===== src/logic/acr_pkg.sv =====
// Package: constants and types for the channel-one configuration register bank
package acr_pkg;

  // ----------------------------------------------------------------
  // Register map, page zero
  // ----------------------------------------------------------------
  localparam logic [7:0] ACR_PAGE_ZERO        = 8'h00;
  localparam logic [7:0] ACR_OFS_INPUT_SETUP  = 8'h3c;
  localparam logic [7:0] ACR_OFS_GAIN         = 8'h3d;
  localparam logic [7:0] ACR_OFS_VOLUME       = 8'h3e;
  localparam logic [7:0] ACR_OFS_GAIN_TRIM    = 8'h3f;
  localparam logic [7:0] ACR_OFS_PHASE_TRIM   = 8'h40;

  // ----------------------------------------------------------------
  // Field positions
  // ----------------------------------------------------------------
  localparam int ACR_POS_KIND     = 7;
  localparam int ACR_POS_SRC      = 5;
  localparam int ACR_POS_COUPLING = 4;
  localparam int ACR_POS_IMP      = 2;
  localparam int ACR_POS_AUTOGAIN = 0;
  localparam int ACR_POS_GAIN     = 2;
  localparam int ACR_POS_TRIM     = 4;

  // Writable bits per register; the rest are reserved
  localparam logic [7:0] ACR_MASK_INPUT_SETUP = 8'hfd;
  localparam logic [7:0] ACR_MASK_GAIN        = 8'hfc;
  localparam logic [7:0] ACR_MASK_GAIN_TRIM   = 8'hf0;

  // ----------------------------------------------------------------
  // Reset values and code points
  // ----------------------------------------------------------------
  localparam logic [7:0] ACR_RST_INPUT_SETUP = 8'h00;
  localparam logic [7:0] ACR_RST_GAIN        = 8'h00;
  localparam logic [7:0] ACR_RST_VOLUME      = 8'hc9;
  localparam logic [7:0] ACR_RST_GAIN_TRIM   = 8'h80;
  localparam logic [7:0] ACR_RST_PHASE_TRIM  = 8'h00;
  localparam logic [5:0] ACR_GAIN_MAX_DB     = 6'h2a;
  localparam logic [7:0] ACR_VOL_MUTE        = 8'h00;
  localparam logic [8:0] ACR_VOL_UNITY       = 9'h0c9;
  localparam logic [1:0] ACR_IMP_RESERVED    = 2'h3;

  // Input source selection
  typedef enum logic [1:0] {
    ACR_SRC_ANALOG_DIFF = 2'h0,
    ACR_SRC_ANALOG_SE   = 2'h1,
    ACR_SRC_PDM         = 2'h2,
    ACR_SRC_RESERVED    = 2'h3
  } acr_src_t;

endpackage


===== src/logic/acr_cfg_if.sv =====
// Interface: level codes from the register bank and their decoded values
`timescale 1ns/10ps
`default_nettype none
interface acr_cfg_if;
  logic [5:0]        gain_code;
  logic [7:0]        vol_code;
  logic [3:0]        trim_code;
  logic [5:0]        gain_db;
  logic              gain_reserved;
  logic              vol_mute;
  logic signed [8:0] vol_half_db;
  logic signed [3:0] trim_tenth_db;

  modport regs   (output gain_code, vol_code, trim_code,
                  input  gain_db, gain_reserved, vol_mute, vol_half_db, trim_tenth_db);
  modport decode (input  gain_code, vol_code, trim_code,
                  output gain_db, gain_reserved, vol_mute, vol_half_db, trim_tenth_db);
endinterface
`default_nettype wire


===== src/logic/acr_channel_regs.sv =====
// Channel-one configuration register bank with decoded path settings
`timescale 1ns/10ps
`default_nettype none
module acr_channel_regs
  import acr_pkg::*;
(
  // Clock and reset
  input  wire logic        CORE_CLK,
  input  wire logic        RESETN,
  // Register access from the control port
  input  wire logic [7:0]  REG_PAGE,
  input  wire logic [7:0]  REG_ADDR,
  input  wire logic [7:0]  REG_WDATA,
  input  wire logic        REG_WR,
  input  wire logic        REG_RD,
  output logic      [7:0]  REG_RDATA,
  output logic             REG_RVALID,
  output logic             REG_HIT,
  // Global autogain enable from the shared setup register
  input  wire logic        AUTOGAIN_GLOBAL_SETUP,
  // Input path settings
  output logic             CH_A_INPUT_KIND,
  output acr_src_t         CH_A_INPUT_SOURCE,
  output logic             CH_A_ANALOG_PATH,
  output logic             CH_A_PDM_PATH,
  output logic             CH_A_COUPLING_SELECT,
  output logic      [1:0]  CH_A_INPUT_IMPEDANCE,
  output logic             CH_A_SETUP_RESERVED,
  output logic             CH_A_AUTOGAIN_ACTIVE,
  // Levels
  output logic      [5:0]  CH_A_ANALOG_GAIN,
  output logic             CH_A_GAIN_RESERVED,
  output logic             CH_A_MUTE,
  output logic signed [8:0] CH_A_VOLUME_HALF_DB,
  output logic signed [3:0] CH_A_GAIN_TRIM_TENTH_DB,
  output logic      [7:0]  CH_A_PHASE_TRIM
);

  // ----------------------------------------------------------------
  // Address decode
  // ----------------------------------------------------------------
  logic [7:0] input_setup_q;
  logic [7:0] gain_q;
  logic [7:0] volume_q;
  logic [7:0] gain_trim_q;
  logic [7:0] phase_trim_q;
  logic       page_ok;
  logic       sel_setup;
  logic       sel_gain;
  logic       sel_volume;
  logic       sel_trim;
  logic       sel_phase;
  logic [7:0] rdata_d;

  // One select per register; other pages never alias onto this bank
  assign page_ok    = (REG_PAGE == ACR_PAGE_ZERO);
  assign sel_setup  = page_ok && (REG_ADDR == ACR_OFS_INPUT_SETUP);
  assign sel_gain   = page_ok && (REG_ADDR == ACR_OFS_GAIN);
  assign sel_volume = page_ok && (REG_ADDR == ACR_OFS_VOLUME);
  assign sel_trim   = page_ok && (REG_ADDR == ACR_OFS_GAIN_TRIM);
  assign sel_phase  = page_ok && (REG_ADDR == ACR_OFS_PHASE_TRIM);
  assign REG_HIT    = sel_setup | sel_gain | sel_volume | sel_trim | sel_phase;

  // ----------------------------------------------------------------
  // Storage
  // ----------------------------------------------------------------

  // Input setup: reserved bit 1 is masked on write
  always_ff @(posedge CORE_CLK or negedge RESETN) begin
    if (!RESETN) begin
      input_setup_q <= ACR_RST_INPUT_SETUP;
    end else if (REG_WR && sel_setup) begin
      input_setup_q <= REG_WDATA & ACR_MASK_INPUT_SETUP;
    end
  end

  // Analog gain: low two bits reserved
  always_ff @(posedge CORE_CLK or negedge RESETN) begin
    if (!RESETN) begin
      gain_q <= ACR_RST_GAIN;
    end else if (REG_WR && sel_gain) begin
      gain_q <= REG_WDATA & ACR_MASK_GAIN;
    end
  end

  // Digital volume comes up at unity so audio passes without setup
  always_ff @(posedge CORE_CLK or negedge RESETN) begin
    if (!RESETN) begin
      volume_q <= ACR_RST_VOLUME;
    end else if (REG_WR && sel_volume) begin
      volume_q <= REG_WDATA;
    end
  end

  // Gain trim: low nibble reserved
  always_ff @(posedge CORE_CLK or negedge RESETN) begin
    if (!RESETN) begin
      gain_trim_q <= ACR_RST_GAIN_TRIM;
    end else if (REG_WR && sel_trim) begin
      gain_trim_q <= REG_WDATA & ACR_MASK_GAIN_TRIM;
    end
  end

  // Phase trim is stored whole; its delay is applied downstream
  always_ff @(posedge CORE_CLK or negedge RESETN) begin
    if (!RESETN) begin
      phase_trim_q <= ACR_RST_PHASE_TRIM;
    end else if (REG_WR && sel_phase) begin
      phase_trim_q <= REG_WDATA;
    end
  end

  // ----------------------------------------------------------------
  // Readback
  // ----------------------------------------------------------------

  // Masked storage means reserved bits already read as zero
  always_comb begin
    rdata_d = 8'h00;
    case (1'b1)
      sel_setup:  rdata_d = input_setup_q;
      sel_gain:   rdata_d = gain_q;
      sel_volume: rdata_d = volume_q;
      sel_trim:   rdata_d = gain_trim_q;
      sel_phase:  rdata_d = phase_trim_q;
      default:    rdata_d = 8'h00;
    endcase
  end

  // Read data is held until the next read; unmapped reads give zero
  always_ff @(posedge CORE_CLK or negedge RESETN) begin
    if (!RESETN) begin
      REG_RDATA  <= 8'h00;
      REG_RVALID <= 1'b0;
    end else begin
      REG_RVALID <= REG_RD;
      if (REG_RD) begin
        REG_RDATA <= rdata_d;
      end
    end
  end

  // ----------------------------------------------------------------
  // Input path settings
  // ----------------------------------------------------------------
  acr_src_t src;

  assign src                  = acr_src_t'(input_setup_q[ACR_POS_SRC +: 2]);
  assign CH_A_INPUT_KIND      = input_setup_q[ACR_POS_KIND];
  assign CH_A_INPUT_SOURCE    = src;
  // Reserved source drives neither path, so nothing is connected by accident
  assign CH_A_ANALOG_PATH     = (src == ACR_SRC_ANALOG_DIFF) ||
                                (src == ACR_SRC_ANALOG_SE);
  assign CH_A_PDM_PATH        = (src == ACR_SRC_PDM);
  // Coupling and impedance only mean something on an analog path
  assign CH_A_COUPLING_SELECT = CH_A_ANALOG_PATH &
                                input_setup_q[ACR_POS_COUPLING];
  assign CH_A_INPUT_IMPEDANCE = CH_A_ANALOG_PATH ?
                                input_setup_q[ACR_POS_IMP +: 2] : 2'h0;
  assign CH_A_SETUP_RESERVED  = (src == ACR_SRC_RESERVED) ||
                                (input_setup_q[ACR_POS_IMP +: 2] == ACR_IMP_RESERVED);
  assign CH_A_AUTOGAIN_ACTIVE = input_setup_q[ACR_POS_AUTOGAIN] &
                                AUTOGAIN_GLOBAL_SETUP;
  assign CH_A_PHASE_TRIM      = phase_trim_q;

  // ----------------------------------------------------------------
  // Level decode
  // ----------------------------------------------------------------
  acr_cfg_if cfg ();

  assign cfg.gain_code = gain_q[ACR_POS_GAIN +: 6];
  assign cfg.vol_code  = volume_q;
  assign cfg.trim_code = gain_trim_q[ACR_POS_TRIM +: 4];

  acr_level_decode u_decode (
    .clk   (CORE_CLK),
    .rst_n (RESETN),
    .cfg   (cfg)
  );

  assign CH_A_ANALOG_GAIN        = cfg.gain_db;
  assign CH_A_GAIN_RESERVED      = cfg.gain_reserved;
  assign CH_A_MUTE               = cfg.vol_mute;
  assign CH_A_VOLUME_HALF_DB     = cfg.vol_half_db;
  assign CH_A_GAIN_TRIM_TENTH_DB = cfg.trim_tenth_db;
endmodule
`default_nettype wire


===== src/logic/acr_level_decode.sv =====
// Level decoder: turns gain, volume and trim codes into applied levels
`timescale 1ns/10ps
`default_nettype none
module acr_level_decode
  import acr_pkg::*;
(
  // Clock and reset
  input  wire logic   clk,
  input  wire logic   rst_n,
  // Codes in, levels out
  acr_cfg_if.decode   cfg
);

  // ----------------------------------------------------------------
  // Registered level decode
  // ----------------------------------------------------------------

  // Reserved gain codes saturate at the top step rather than wrap
  always_ff @(posedge clk or negedge rst_n) begin
    if (!rst_n) begin
      cfg.gain_db       <= 6'h00;
      cfg.gain_reserved <= 1'b0;
    end else begin
      cfg.gain_reserved <= (cfg.gain_code > ACR_GAIN_MAX_DB);
      cfg.gain_db       <= (cfg.gain_code > ACR_GAIN_MAX_DB) ?
                           ACR_GAIN_MAX_DB : cfg.gain_code;
    end
  end

  // Volume in half-dB steps relative to unity; code zero mutes
  always_ff @(posedge clk or negedge rst_n) begin
    if (!rst_n) begin
      cfg.vol_mute    <= 1'b0;
      cfg.vol_half_db <= 9'sh000;
    end else begin
      cfg.vol_mute    <= (cfg.vol_code == ACR_VOL_MUTE);
      cfg.vol_half_db <= $signed({1'b0, cfg.vol_code} - ACR_VOL_UNITY);
    end
  end

  // Code minus eight is the code with its top bit inverted
  always_ff @(posedge clk or negedge rst_n) begin
    if (!rst_n) begin
      cfg.trim_tenth_db <= 4'sh0;
    end else begin
      cfg.trim_tenth_db <= $signed({~cfg.trim_code[3], cfg.trim_code[2:0]});
    end
  end

endmodule
`default_nettype wire


===== config.mk =====
export PLATFORM = sky130hd
export DESIGN_NAME = acr_channel_regs
export DESIGN_NICKNAME = d
export VERILOG_FILES = /design/src/logic/acr_pkg.sv /design/src/logic/acr_cfg_if.sv /design/src/logic/acr_channel_regs.sv /design/src/logic/acr_level_decode.sv
export SDC_FILE = /design/constraint.sdc
export NUM_CORES = 1
export LEC_CHECK = 0
export ABC_AREA = 0
export ABC_CLOCK_PERIOD_IN_PS = 2100
export BUFFER_PORTS_ARGS = -buffer_cell sky130_fd_sc_hd__buf_4
export CAP_MARGIN = 10
export CORE_UTILIZATION = 30
export DETAILED_ROUTE_END_ITERATION = 10
export SETUP_SLACK_MARGIN = 0.02
export SLEW_MARGIN = 15
export SYNTH_ARGS = -nofsm -noshare
export SYNTH_HDL_FRONTEND = slang
export SYNTH_SLANG_ARGS = --single-unit
export TNS_END_PERCENT = 10

===== constraint.sdc =====
create_clock -name CORE_CLK -period 2.1 [get_ports CORE_CLK]
set_clock_uncertainty 0.1 [all_clocks]
set_input_delay 0.42 -clock CORE_CLK [delete_from_list [all_inputs] [get_ports CORE_CLK]]
set_output_delay 0.42 -clock CORE_CLK [all_outputs]
set_load 0.05 [all_outputs]

After elaboration in Yosys (flattened, before gate mapping)
Index checks and enable logic that the tools add are counted.

word-level totals
  register bits after elaboration = 63
  bits of input ports = 29
  output and inout port bits = 49
  logic and storage cells = 52

operators by class
  $add $sub $neg = 1
  $lt $le $gt $ge = 1
  eq/ne operators = 9
  multiplexer cells = 7
  bitwise gates (word level) = 7
  reductions and logical operators = 15

operator list
  cell                   number
  $mux W8                5
  $eq A8 B6 Y1 const B   4
  $logic_not A8 Y1       2
  $logic_and A1 B1 Y1    10
  $sub A8 B8 Y9 const B  1
  $eq A8 B7 Y1 const B   1
  $eq A2 B2 Y1 const B   3
  $gt A6 B6 Y1 const B   1
  $mux W6                1
  $or A1 B1 Y1           4
  $and A1 B1 Y1          2
  $eq A2 B1 Y1 const B   1
  $logic_not A2 Y1       1
  $logic_or A1 B1 Y1     2
  $mux W2                1
  $not A1 Y1             1

Logic depth before layout (Yosys ltp)
Gate-level depths: netlist of the first run.

  depth after elaboration = 7
  gate-level depth with buffers = 7
  depth with buffers taken out = 6

Hierarchy
From an unflattened synthesis of the first run, not the netlist that was laid out.

second synthesis, totals
  cell total of the unflattened synthesis = 223
  area, all modules = 2830.2 um^2

by module, submodules not included
  module            times used  cells an instance  area each (um^2)  seq. area each (um^2)
  acr_channel_regs  1           169                2083.2            1057.3
  acr_level_decode  1           54                 747.0             525.5

Worst setup path after synthesis of the first run
OpenSTA, ideal clock, no wires.

  kind = input-to-output
  start = input REG_PAGE[5]
  end = output REG_HIT
  data arrival time = 1.481 ns
  data required time = 1.580 ns
  path slack = 0.099 ns
  cell stages on the path = 5
  path buffers = 1
  cell sequence = nor4_4 -> and3_1 -> and3_1 -> buf_6 -> or2_2

between the ends
  cells in the longest elaborated chain, start to end = 6
  elaborated cells on any way between the ends = 10
  those cells by class = 4 x bitwise; 6 x reduce/logical

ends and longest elaborated chain
  element                                        RTL line                                        RTL
  from (decl)                                    acr_channel_regs.sv:11                          input wire logic [7:0] REG_PAGE,
  $logic_not A8 Y1 *                             acr_channel_regs.sv:56                          assign page_ok = (REG_PAGE == ACR_PAGE_ZERO);
  $logic_and A1 B1 Y1, on equally long branches  acr_channel_regs.sv:57, acr_channel_regs.sv:58
  $or A1 B1 Y1 (3 in a row)                      acr_channel_regs.sv:62                          assign REG_HIT = sel_setup | sel_gain | sel_volume | sel_trim | sel_phase;
  $or A1 B1 Y1 *                                 acr_channel_regs.sv:62
  to (decl)                                      acr_channel_regs.sv:18                          output logic REG_HIT,

Every way passes the cells marked *; elsewhere a longest branch is shown, timed or not.

Final worst setup path of the first run
  start = input REG_PAGE[4]
  end = output REG_HIT

The elaborated chain is that of the path after synthesis.

==> results of run 1 <==
[logic make-up (layout without fill, tap and decap cells)]
family	count (synthesis)	after routing	share of synthesized area, %
AO/OA/AOI/OAI	26	26	6.82
AND/OR/NAND/NOR	65	65	14.7
multiplexers	40	40	16.9
buffers and inverters	18	111	3.21
XOR/XNOR	5	5	1.56
flip-flops	63	63	56.4
adder cells (fa/ha/maj)	1	1	0.446
[state kept, by name, indices dropped and copies added, names as in the netlist]
name and count:
REG_RVALID 1, CH_A_PHASE_TRIM 8, u_decode.cfg.trim_tenth_db 4, u_decode.cfg.vol_mute 1
u_decode.cfg.vol_half_db 9, input_setup_q 7, gain_trim_q 4, u_decode.cfg.gain_db 6
REG_RDATA 8, gain_q 6, cfg.vol_code 8, u_decode.cfg.gain_reserved 1
[repair_timing]
item,CTS,global route
setup buffers,0,3
setup endpoints to repair,0,1
resized for setup,0,8
[worst max path at each step]
| stage | startpoint | to | slack, ns | cells past startpoint |
|---|---|---|---|---|
| 5_1_grt | REG_PAGE[4] | REG_HIT | 0.03 | 6 |
| 3_3_place_gp | REG_PAGE[5] | CH_A_PHASE_TRIM[3] | 0.08 | 7 |
| 3_5_place_dp | REG_PAGE[5] | CH_A_PHASE_TRIM[2] | 0.04 | 7 |
| 6_report | REG_PAGE[4] | REG_HIT | 0.09 | 6 |
| 2_1_floorplan | REG_PAGE[5] | REG_HIT | 0.1 | 5 |
| 4_1_cts | REG_PAGE[5] | REG_HIT | 0.04 | 6 |
[power by group]
group / total [mW] / switching [mW] / internal (mW)
Clock: 1.04 / 0.460 / 0.580
Combinational: 0.192 / 0.122 / 0.0703
Sequential: 1.23 / 0.00775 / 1.22
[routing by layer]
layer  part of all wire [%]  routed length (um)  GRT usage, %
met1                     47                3310          21.0
met2                     46                3260          22.6
met3                    5.0                 356          3.12
met4                    1.9                 137          8.50
met5                      0                   0             0
[metrics by stage]
stage	cell area (um^2)	hold WS (ns)	utilization [%]	std cells
floorplan	2810	0.0244	-	218
global placement	3510	0.306	39.5	400
detailed placement	3510	0.298	39.5	400
CTS	3700	0.0787	41.6	416
global route	3760	0.119	42.3	419
finish	3760	0.0443	42.3	419
[layout by cell type, fill, tap and decap left out, types with 3 or more instances in the layout]
cell type	instances
a21oi_1	4
a32oi_1	3
and3_4	3
buf_4	85
clkbuf_1	3
clkbuf_8	10
dfrtp_1	58
dfstp_2	5
inv_1	8
mux2_2	26
mux2_4	8
mux2i_1	6
nand2_1	5
nand2b_1	4
nand3_1	3
nor2_1	13
nor2b_1	11
nor3_1	3
nor4_1	4
o21ai_0	3
o32ai_1	4
xor2_1	4
[worst reg2reg max path, cell delays in order (launching register included)]
cell and delay [ns]:
dfstp_2 0.55, inv_1 0.07, ha_1 0.22, nand2_1 0.10, nand2_1 0.09, nand2_1 0.11, xor2_1 0.15
[final cells by class]
type | instances | area share [%]
Inverter | 8 | 0.799
Tap cell | 108 | 3.60
Multi-Input combinational cell | 137 | 30.7
Clock buffer | 13 | 3.96
Timing Repair Buffer | 87 | 17.7
Clock inverter | 3 | 1.13
Sequential cell | 63 | 42.1
==> metrics.csv, run 1 <==
stage,metric,value,unit
run_status,outcome,"finished, final reports clean",
timing,setup_viol,0,
global_route,grt_overflow,0,
placement,portBuffers,77,
floorplan,core,8890,um^2
timing,grt_setup_unrepaired,false,
placement,gp_congestion,0.782,
layout,multiInputGateArea,1150,um^2
critical_path,cpMostUsedCell,and3_4,
critical_path,cp_data_required_time,1.58,ns
power_and_ir_drop,leakage,1.88,nW
global_route,grt_pass1_vias,1995,
yosys,synth-seq-cells,63,
detailed_routing,drtPass1Iterations,4,
critical_path,cpPeakStageDelay,0.28,ns
timing,fin_setup_tns,0,ns
detailed_routing,dr_total_vias,2044,
critical_path,arrival,1.49,ns
critical_path,worstSetupPathType,in -> out,
detailed_routing,drt-wirelength-per-cell,16.9,um
yosys,synth.largest_area_cell,dfrtp_1,
run,cap_violations,0,
detailed_routing,drt_iter0_drc,113,
timing,hold_violations,0,
timing,period_minus_slack,2.01,ns
yosys,syn-num-nets,248,
detailed_routing,routed_via_density,4.88,
clock_network,cts-root-buf,clkbuf_8,
floorplan,die-area,9740,um^2
layout,layout.nets,336,
yosys,synthTopCellsByArea,"dfrtp_1, mux2_2, dfstp_2, mux2_4, nor2b_1",
yosys,ys_seq_area_share,56.4,%
yosys,synth.top_cell.area_share,51.7,%
layout,area_growth,33.9,%
yosys,syn_avg_cell_area,12.9,um^2
timing,fmax,0.497,GHz
yosys,synth_edf_count,0,
layout,diodes,0,
detailed_routing,ant_nets,0,
timing,drv_slew,0,
critical_path,timing.rr.end,u_decode.cfg.vol_half_db[6],
clock_network,clk_path_buf_depth,2,
yosys,ys_types,47,
critical_path,crit_slowest_cell,nor4_4,
clock_network,hold_buffers,0,
hold_path,hp-class,in -> async,
critical_path,path_buf_inv,2,
critical_path,worstSetupEndpointType,output pin,
critical_path,critPathMaxFanout,3,
global_route,grt_usage,15.3,%
yosys,synthArstFlopShare,100,%
floorplan,rows,34,
layout,fill_cells,837,
yosys,yosysMostFrequentCell,dfrtp_1,
timing,slew_headroom,48.5,%
power_and_ir_drop,power.density,656,nW/um^2
timing,worst_pin_slew,0.772,ns
clock_network,cts_tree,built,
power_and_ir_drop,power,2.46,mW
detailed_routing,routed_wl,7060,um
placement,dpl.hpwl,5050,um
power_and_ir_drop,peakVddDrop,263,uV
yosys,synth_ff_type,dfrtp_1,
yosys,syn_area,2810,um^2
clock_network,numCtsBuffers,9,
critical_path,crit_family,simple AND/OR/NAND/NOR gates,
timing,fin_crit_sh,95.8,%
floorplan,fp.dieH,98.7,um
layout,drive_above_1_share,49.5,%
global_route,antenna_found_initial,0,
floorplan,io_pins,78,
floorplan,start_util,31.6,%
clock_network,clk_pin_slew,0.07,ns
floorplan,die_w,98.7,um
timing,setup_slack,0.0883,ns
critical_path,start_kind,input pin,
global_route,grt_max_degree,64,
layout,regArea,1580,um^2
critical_path,path_cells,"buf_4, nor4_4, and3_4, and3_4, or2_4, buf_8",
yosys,synth_common_cells,"dfrtp_1, mux2_2, nor2_1, nor2b_1",
yosys,synthCells,218,
yosys,ys_warn_count,0,
critical_path,regToRegSetupSlack,0.65,ns
detailed_routing,drcViolationCount,0,
clock_network,insertion_delay,0.34,ns
critical_path,r2r_cells,6,
critical_path,r2r-start,cfg.vol_code[0],
clock_network,h-tree-depth,3,
placement,post-place-ws,0.0424,ns
clock_network,cts.sinks,63,
global_route,grt_pass1_wl,10900,um
Note: power is estimated with default switching activity, not from simulation.
==> run 2: changes to the inputs <==
--- a/config.mk
+++ b/config.mk
@@ -8,8 +8,7 @@
 export ABC_AREA = 0
 export ABC_CLOCK_PERIOD_IN_PS = 2100
 export BUFFER_PORTS_ARGS = -buffer_cell sky130_fd_sc_hd__buf_4
-export CAP_MARGIN = 10
-export CORE_UTILIZATION = 30
+export CORE_UTILIZATION = 35
 export DETAILED_ROUTE_END_ITERATION = 10
 export SETUP_SLACK_MARGIN = 0.02
 export SLEW_MARGIN = 15
==> run 2 against run 1 <==
Routed wire length fell by 1.8%; die area fell by 14%; flip-flop and latch count did not move; register-to-register slack got worse by 0.02 ns; critical path depth did not move; power rose by 3.7%; global-route usage rose by 2.6 points; worst hold slack improved by 0.16 ns; sequential power barely moved; critical endpoint unchanged.
==> metrics.csv, run 2 (synthesized netlist as in run 1, its figures left out) <==
stage,metric,value,unit
run_status,outcome,"finished, final reports clean",
placement,dpl.hpwl,5030,um
power_and_ir_drop,peakVddDrop,343,uV
critical_path,cp_data_required_time,1.58,ns
clock_network,cts_setup_buffers,0,
clock_network,cts_tree,built,
critical_path,path_cells,"buf_4, nor4_4, and3_1, and3_1, or2_2, buf_6",
timing,hold_violations,0,
timing,period_minus_slack,2.00,ns
placement,gp_congestion,0.790,
global_route,grt_usage,17.8,%
floorplan,rows,32,
clock_network,clk_path_buf_depth,2,
layout,diodes,0,
clock_network,cts-root-buf,clkbuf_8,
critical_path,worstSetupEndpointType,output pin,
global_route,grt_overflow,0,
timing,fin_setup_tns,0,ns
layout,largest_reg_flops,9,
timing,grt_setup_unrepaired,false,
floorplan,die-area,8380,um^2
clock_network,insertion_delay,0.34,ns
layout,multiInputGateArea,1140,um^2
critical_path,start_kind,input pin,
hold_path,hold_start,REG_RD,
detailed_routing,routed_via_density,5.02,
run,cap_violations,0,
detailed_routing,ant_nets,0,
clock_network,h-tree-depth,3,
detailed_routing,drtPass1Iterations,4,
layout,layout_commonest_cell,buf_4,
critical_path,r2r_cells,6,
critical_path,cpPeakStageDelay,0.29,ns
layout,regArea,1580,um^2
hold_path,hold_depth,1,
hold_path,hp-class,in -> reg,
layout,area_growth,34.1,%
clock_network,numCtsBuffers,9,
layout,max_flop_register,u_decode.cfg.vol_half_db,
detailed_routing,wl_met2,3380,um
clock_network,cts.sinks,63,
clock_network,clk_pin_slew,0.07,ns
detailed_routing,top_layer,met4,
floorplan,fp.dieH,91.5,um
layout,fill_cells,720,
timing,fin_crit_sh,95.2,%
detailed_routing,m1WireLength,2980,um
floorplan,io_pins,78,
detailed_routing,dr_total_vias,2072,
layout,drive_above_1_share,49.5,%
global_route,grt_max_degree,35,
timing,setup_viol,0,
detailed_routing,drt_iter0_drc,148,
critical_path,critPathMaxFanout,2,
placement,portBuffers,77,
global_route,grt_pass1_vias,2084,
global_route,antenna_found_initial,0,
detailed_routing,dr_wl_met3,461,um
power_and_ir_drop,power.density,680,nW/um^2
floorplan,start_util,36.3,%
timing,fmax,0.500,GHz
detailed_routing,drcViolationCount,0,
critical_path,arrival,1.48,ns
critical_path,cpMostUsedCell,and3_1,
power_and_ir_drop,leakage,1.90,nW
floorplan,core,7730,um^2
layout,layout_common_cells,"buf_4, dfrtp_1, mux2_2",
timing,slew_headroom,69.4,%
layout,finalCoreUtilization,48.7,%
critical_path,r2r-start,cfg.vol_code[0],
layout,layout.nets,336,
timing,worst_pin_slew,0.459,ns
power_and_ir_drop,power,2.56,mW
critical_path,startpoint,REG_PAGE[5],
critical_path,crit_slowest_cell,nor4_4,
critical_path,worstSetupPathType,in -> out,
detailed_routing,drt-wirelength-per-cell,16.8,um
detailed_routing,routed_wl,6940,um
timing,drv_slew,0,
global_route,grt_pass1_wl,11100,um
floorplan,die_w,91.5,um
run 2: worst max-delay path, delay by kind of cell:
kind	cells	cell delay, ns
AND/OR/NAND/NOR	4	0.78
buffers and inverters	2	0.27
run 2: layout make-up:
class | instances | area share [%]
clock buffer | 9 | 3.29
clock inverter | 7 | 2.33
inverter | 8 | 0.798
multi-input combinational | 137 | 30.2
sequential | 63 | 42.1
tap | 102 | 3.39
timing repair buffer | 87 | 17.9
run 2: power breakdown:
group / leakage, nW / switching, mW / internal (mW)
Clock: 0.109 / 0.467 / 0.659
Sequential: 0.808 / 0.00734 / 1.22
Combinational: 0.985 / 0.124 / 0.0750
Total: 1.90 / 0.599 / 1.96
run 2: path summary, 6_finish.rpt:
check,end,slack (ns)
max,REG_HIT,0.10
min,REG_RVALID,0.20
max reg2reg,u_decode.cfg.vol_half_db[6],0.63
min reg2reg,u_decode.cfg.trim_tenth_db[0],0.33
max in group asynchronous,cfg.vol_code[3],0.83
min in group asynchronous,u_decode.cfg.gain_db[5],0.47
run 2: repair_timing:
item	in CTS	in global routing
endpoints found under the hold margin	32	0
endpoints found under the setup margin	0	1
hold buffers	1	0
resized for setup	0	2
run 2: stage by stage:
| stage | std cells | area, um^2 | setup slack, ns | hold WS [ns] |
|---|---|---|---|---|
| floorplan | 218 | 2810 | 0.0985 | 0.0244 |
| global placement | 396 | 3530 | 0.0698 | 0.302 |
| detailed placement | 396 | 3530 | 0.0380 | 0.303 |
| CTS | 413 | 3750 | 0.0313 | 0.189 |
| global route | 413 | 3760 | 0.0300 | 0.199 |
| finish | 413 | 3760 | 0.101 | 0.204 |
run 2: routing by layer:
metal,up-vias,GRT usage (%)
met3,9,4.19
met4,0,8.20
met2,77,27.8
li1,955,-
met5,-,0
met1,1031,23.4
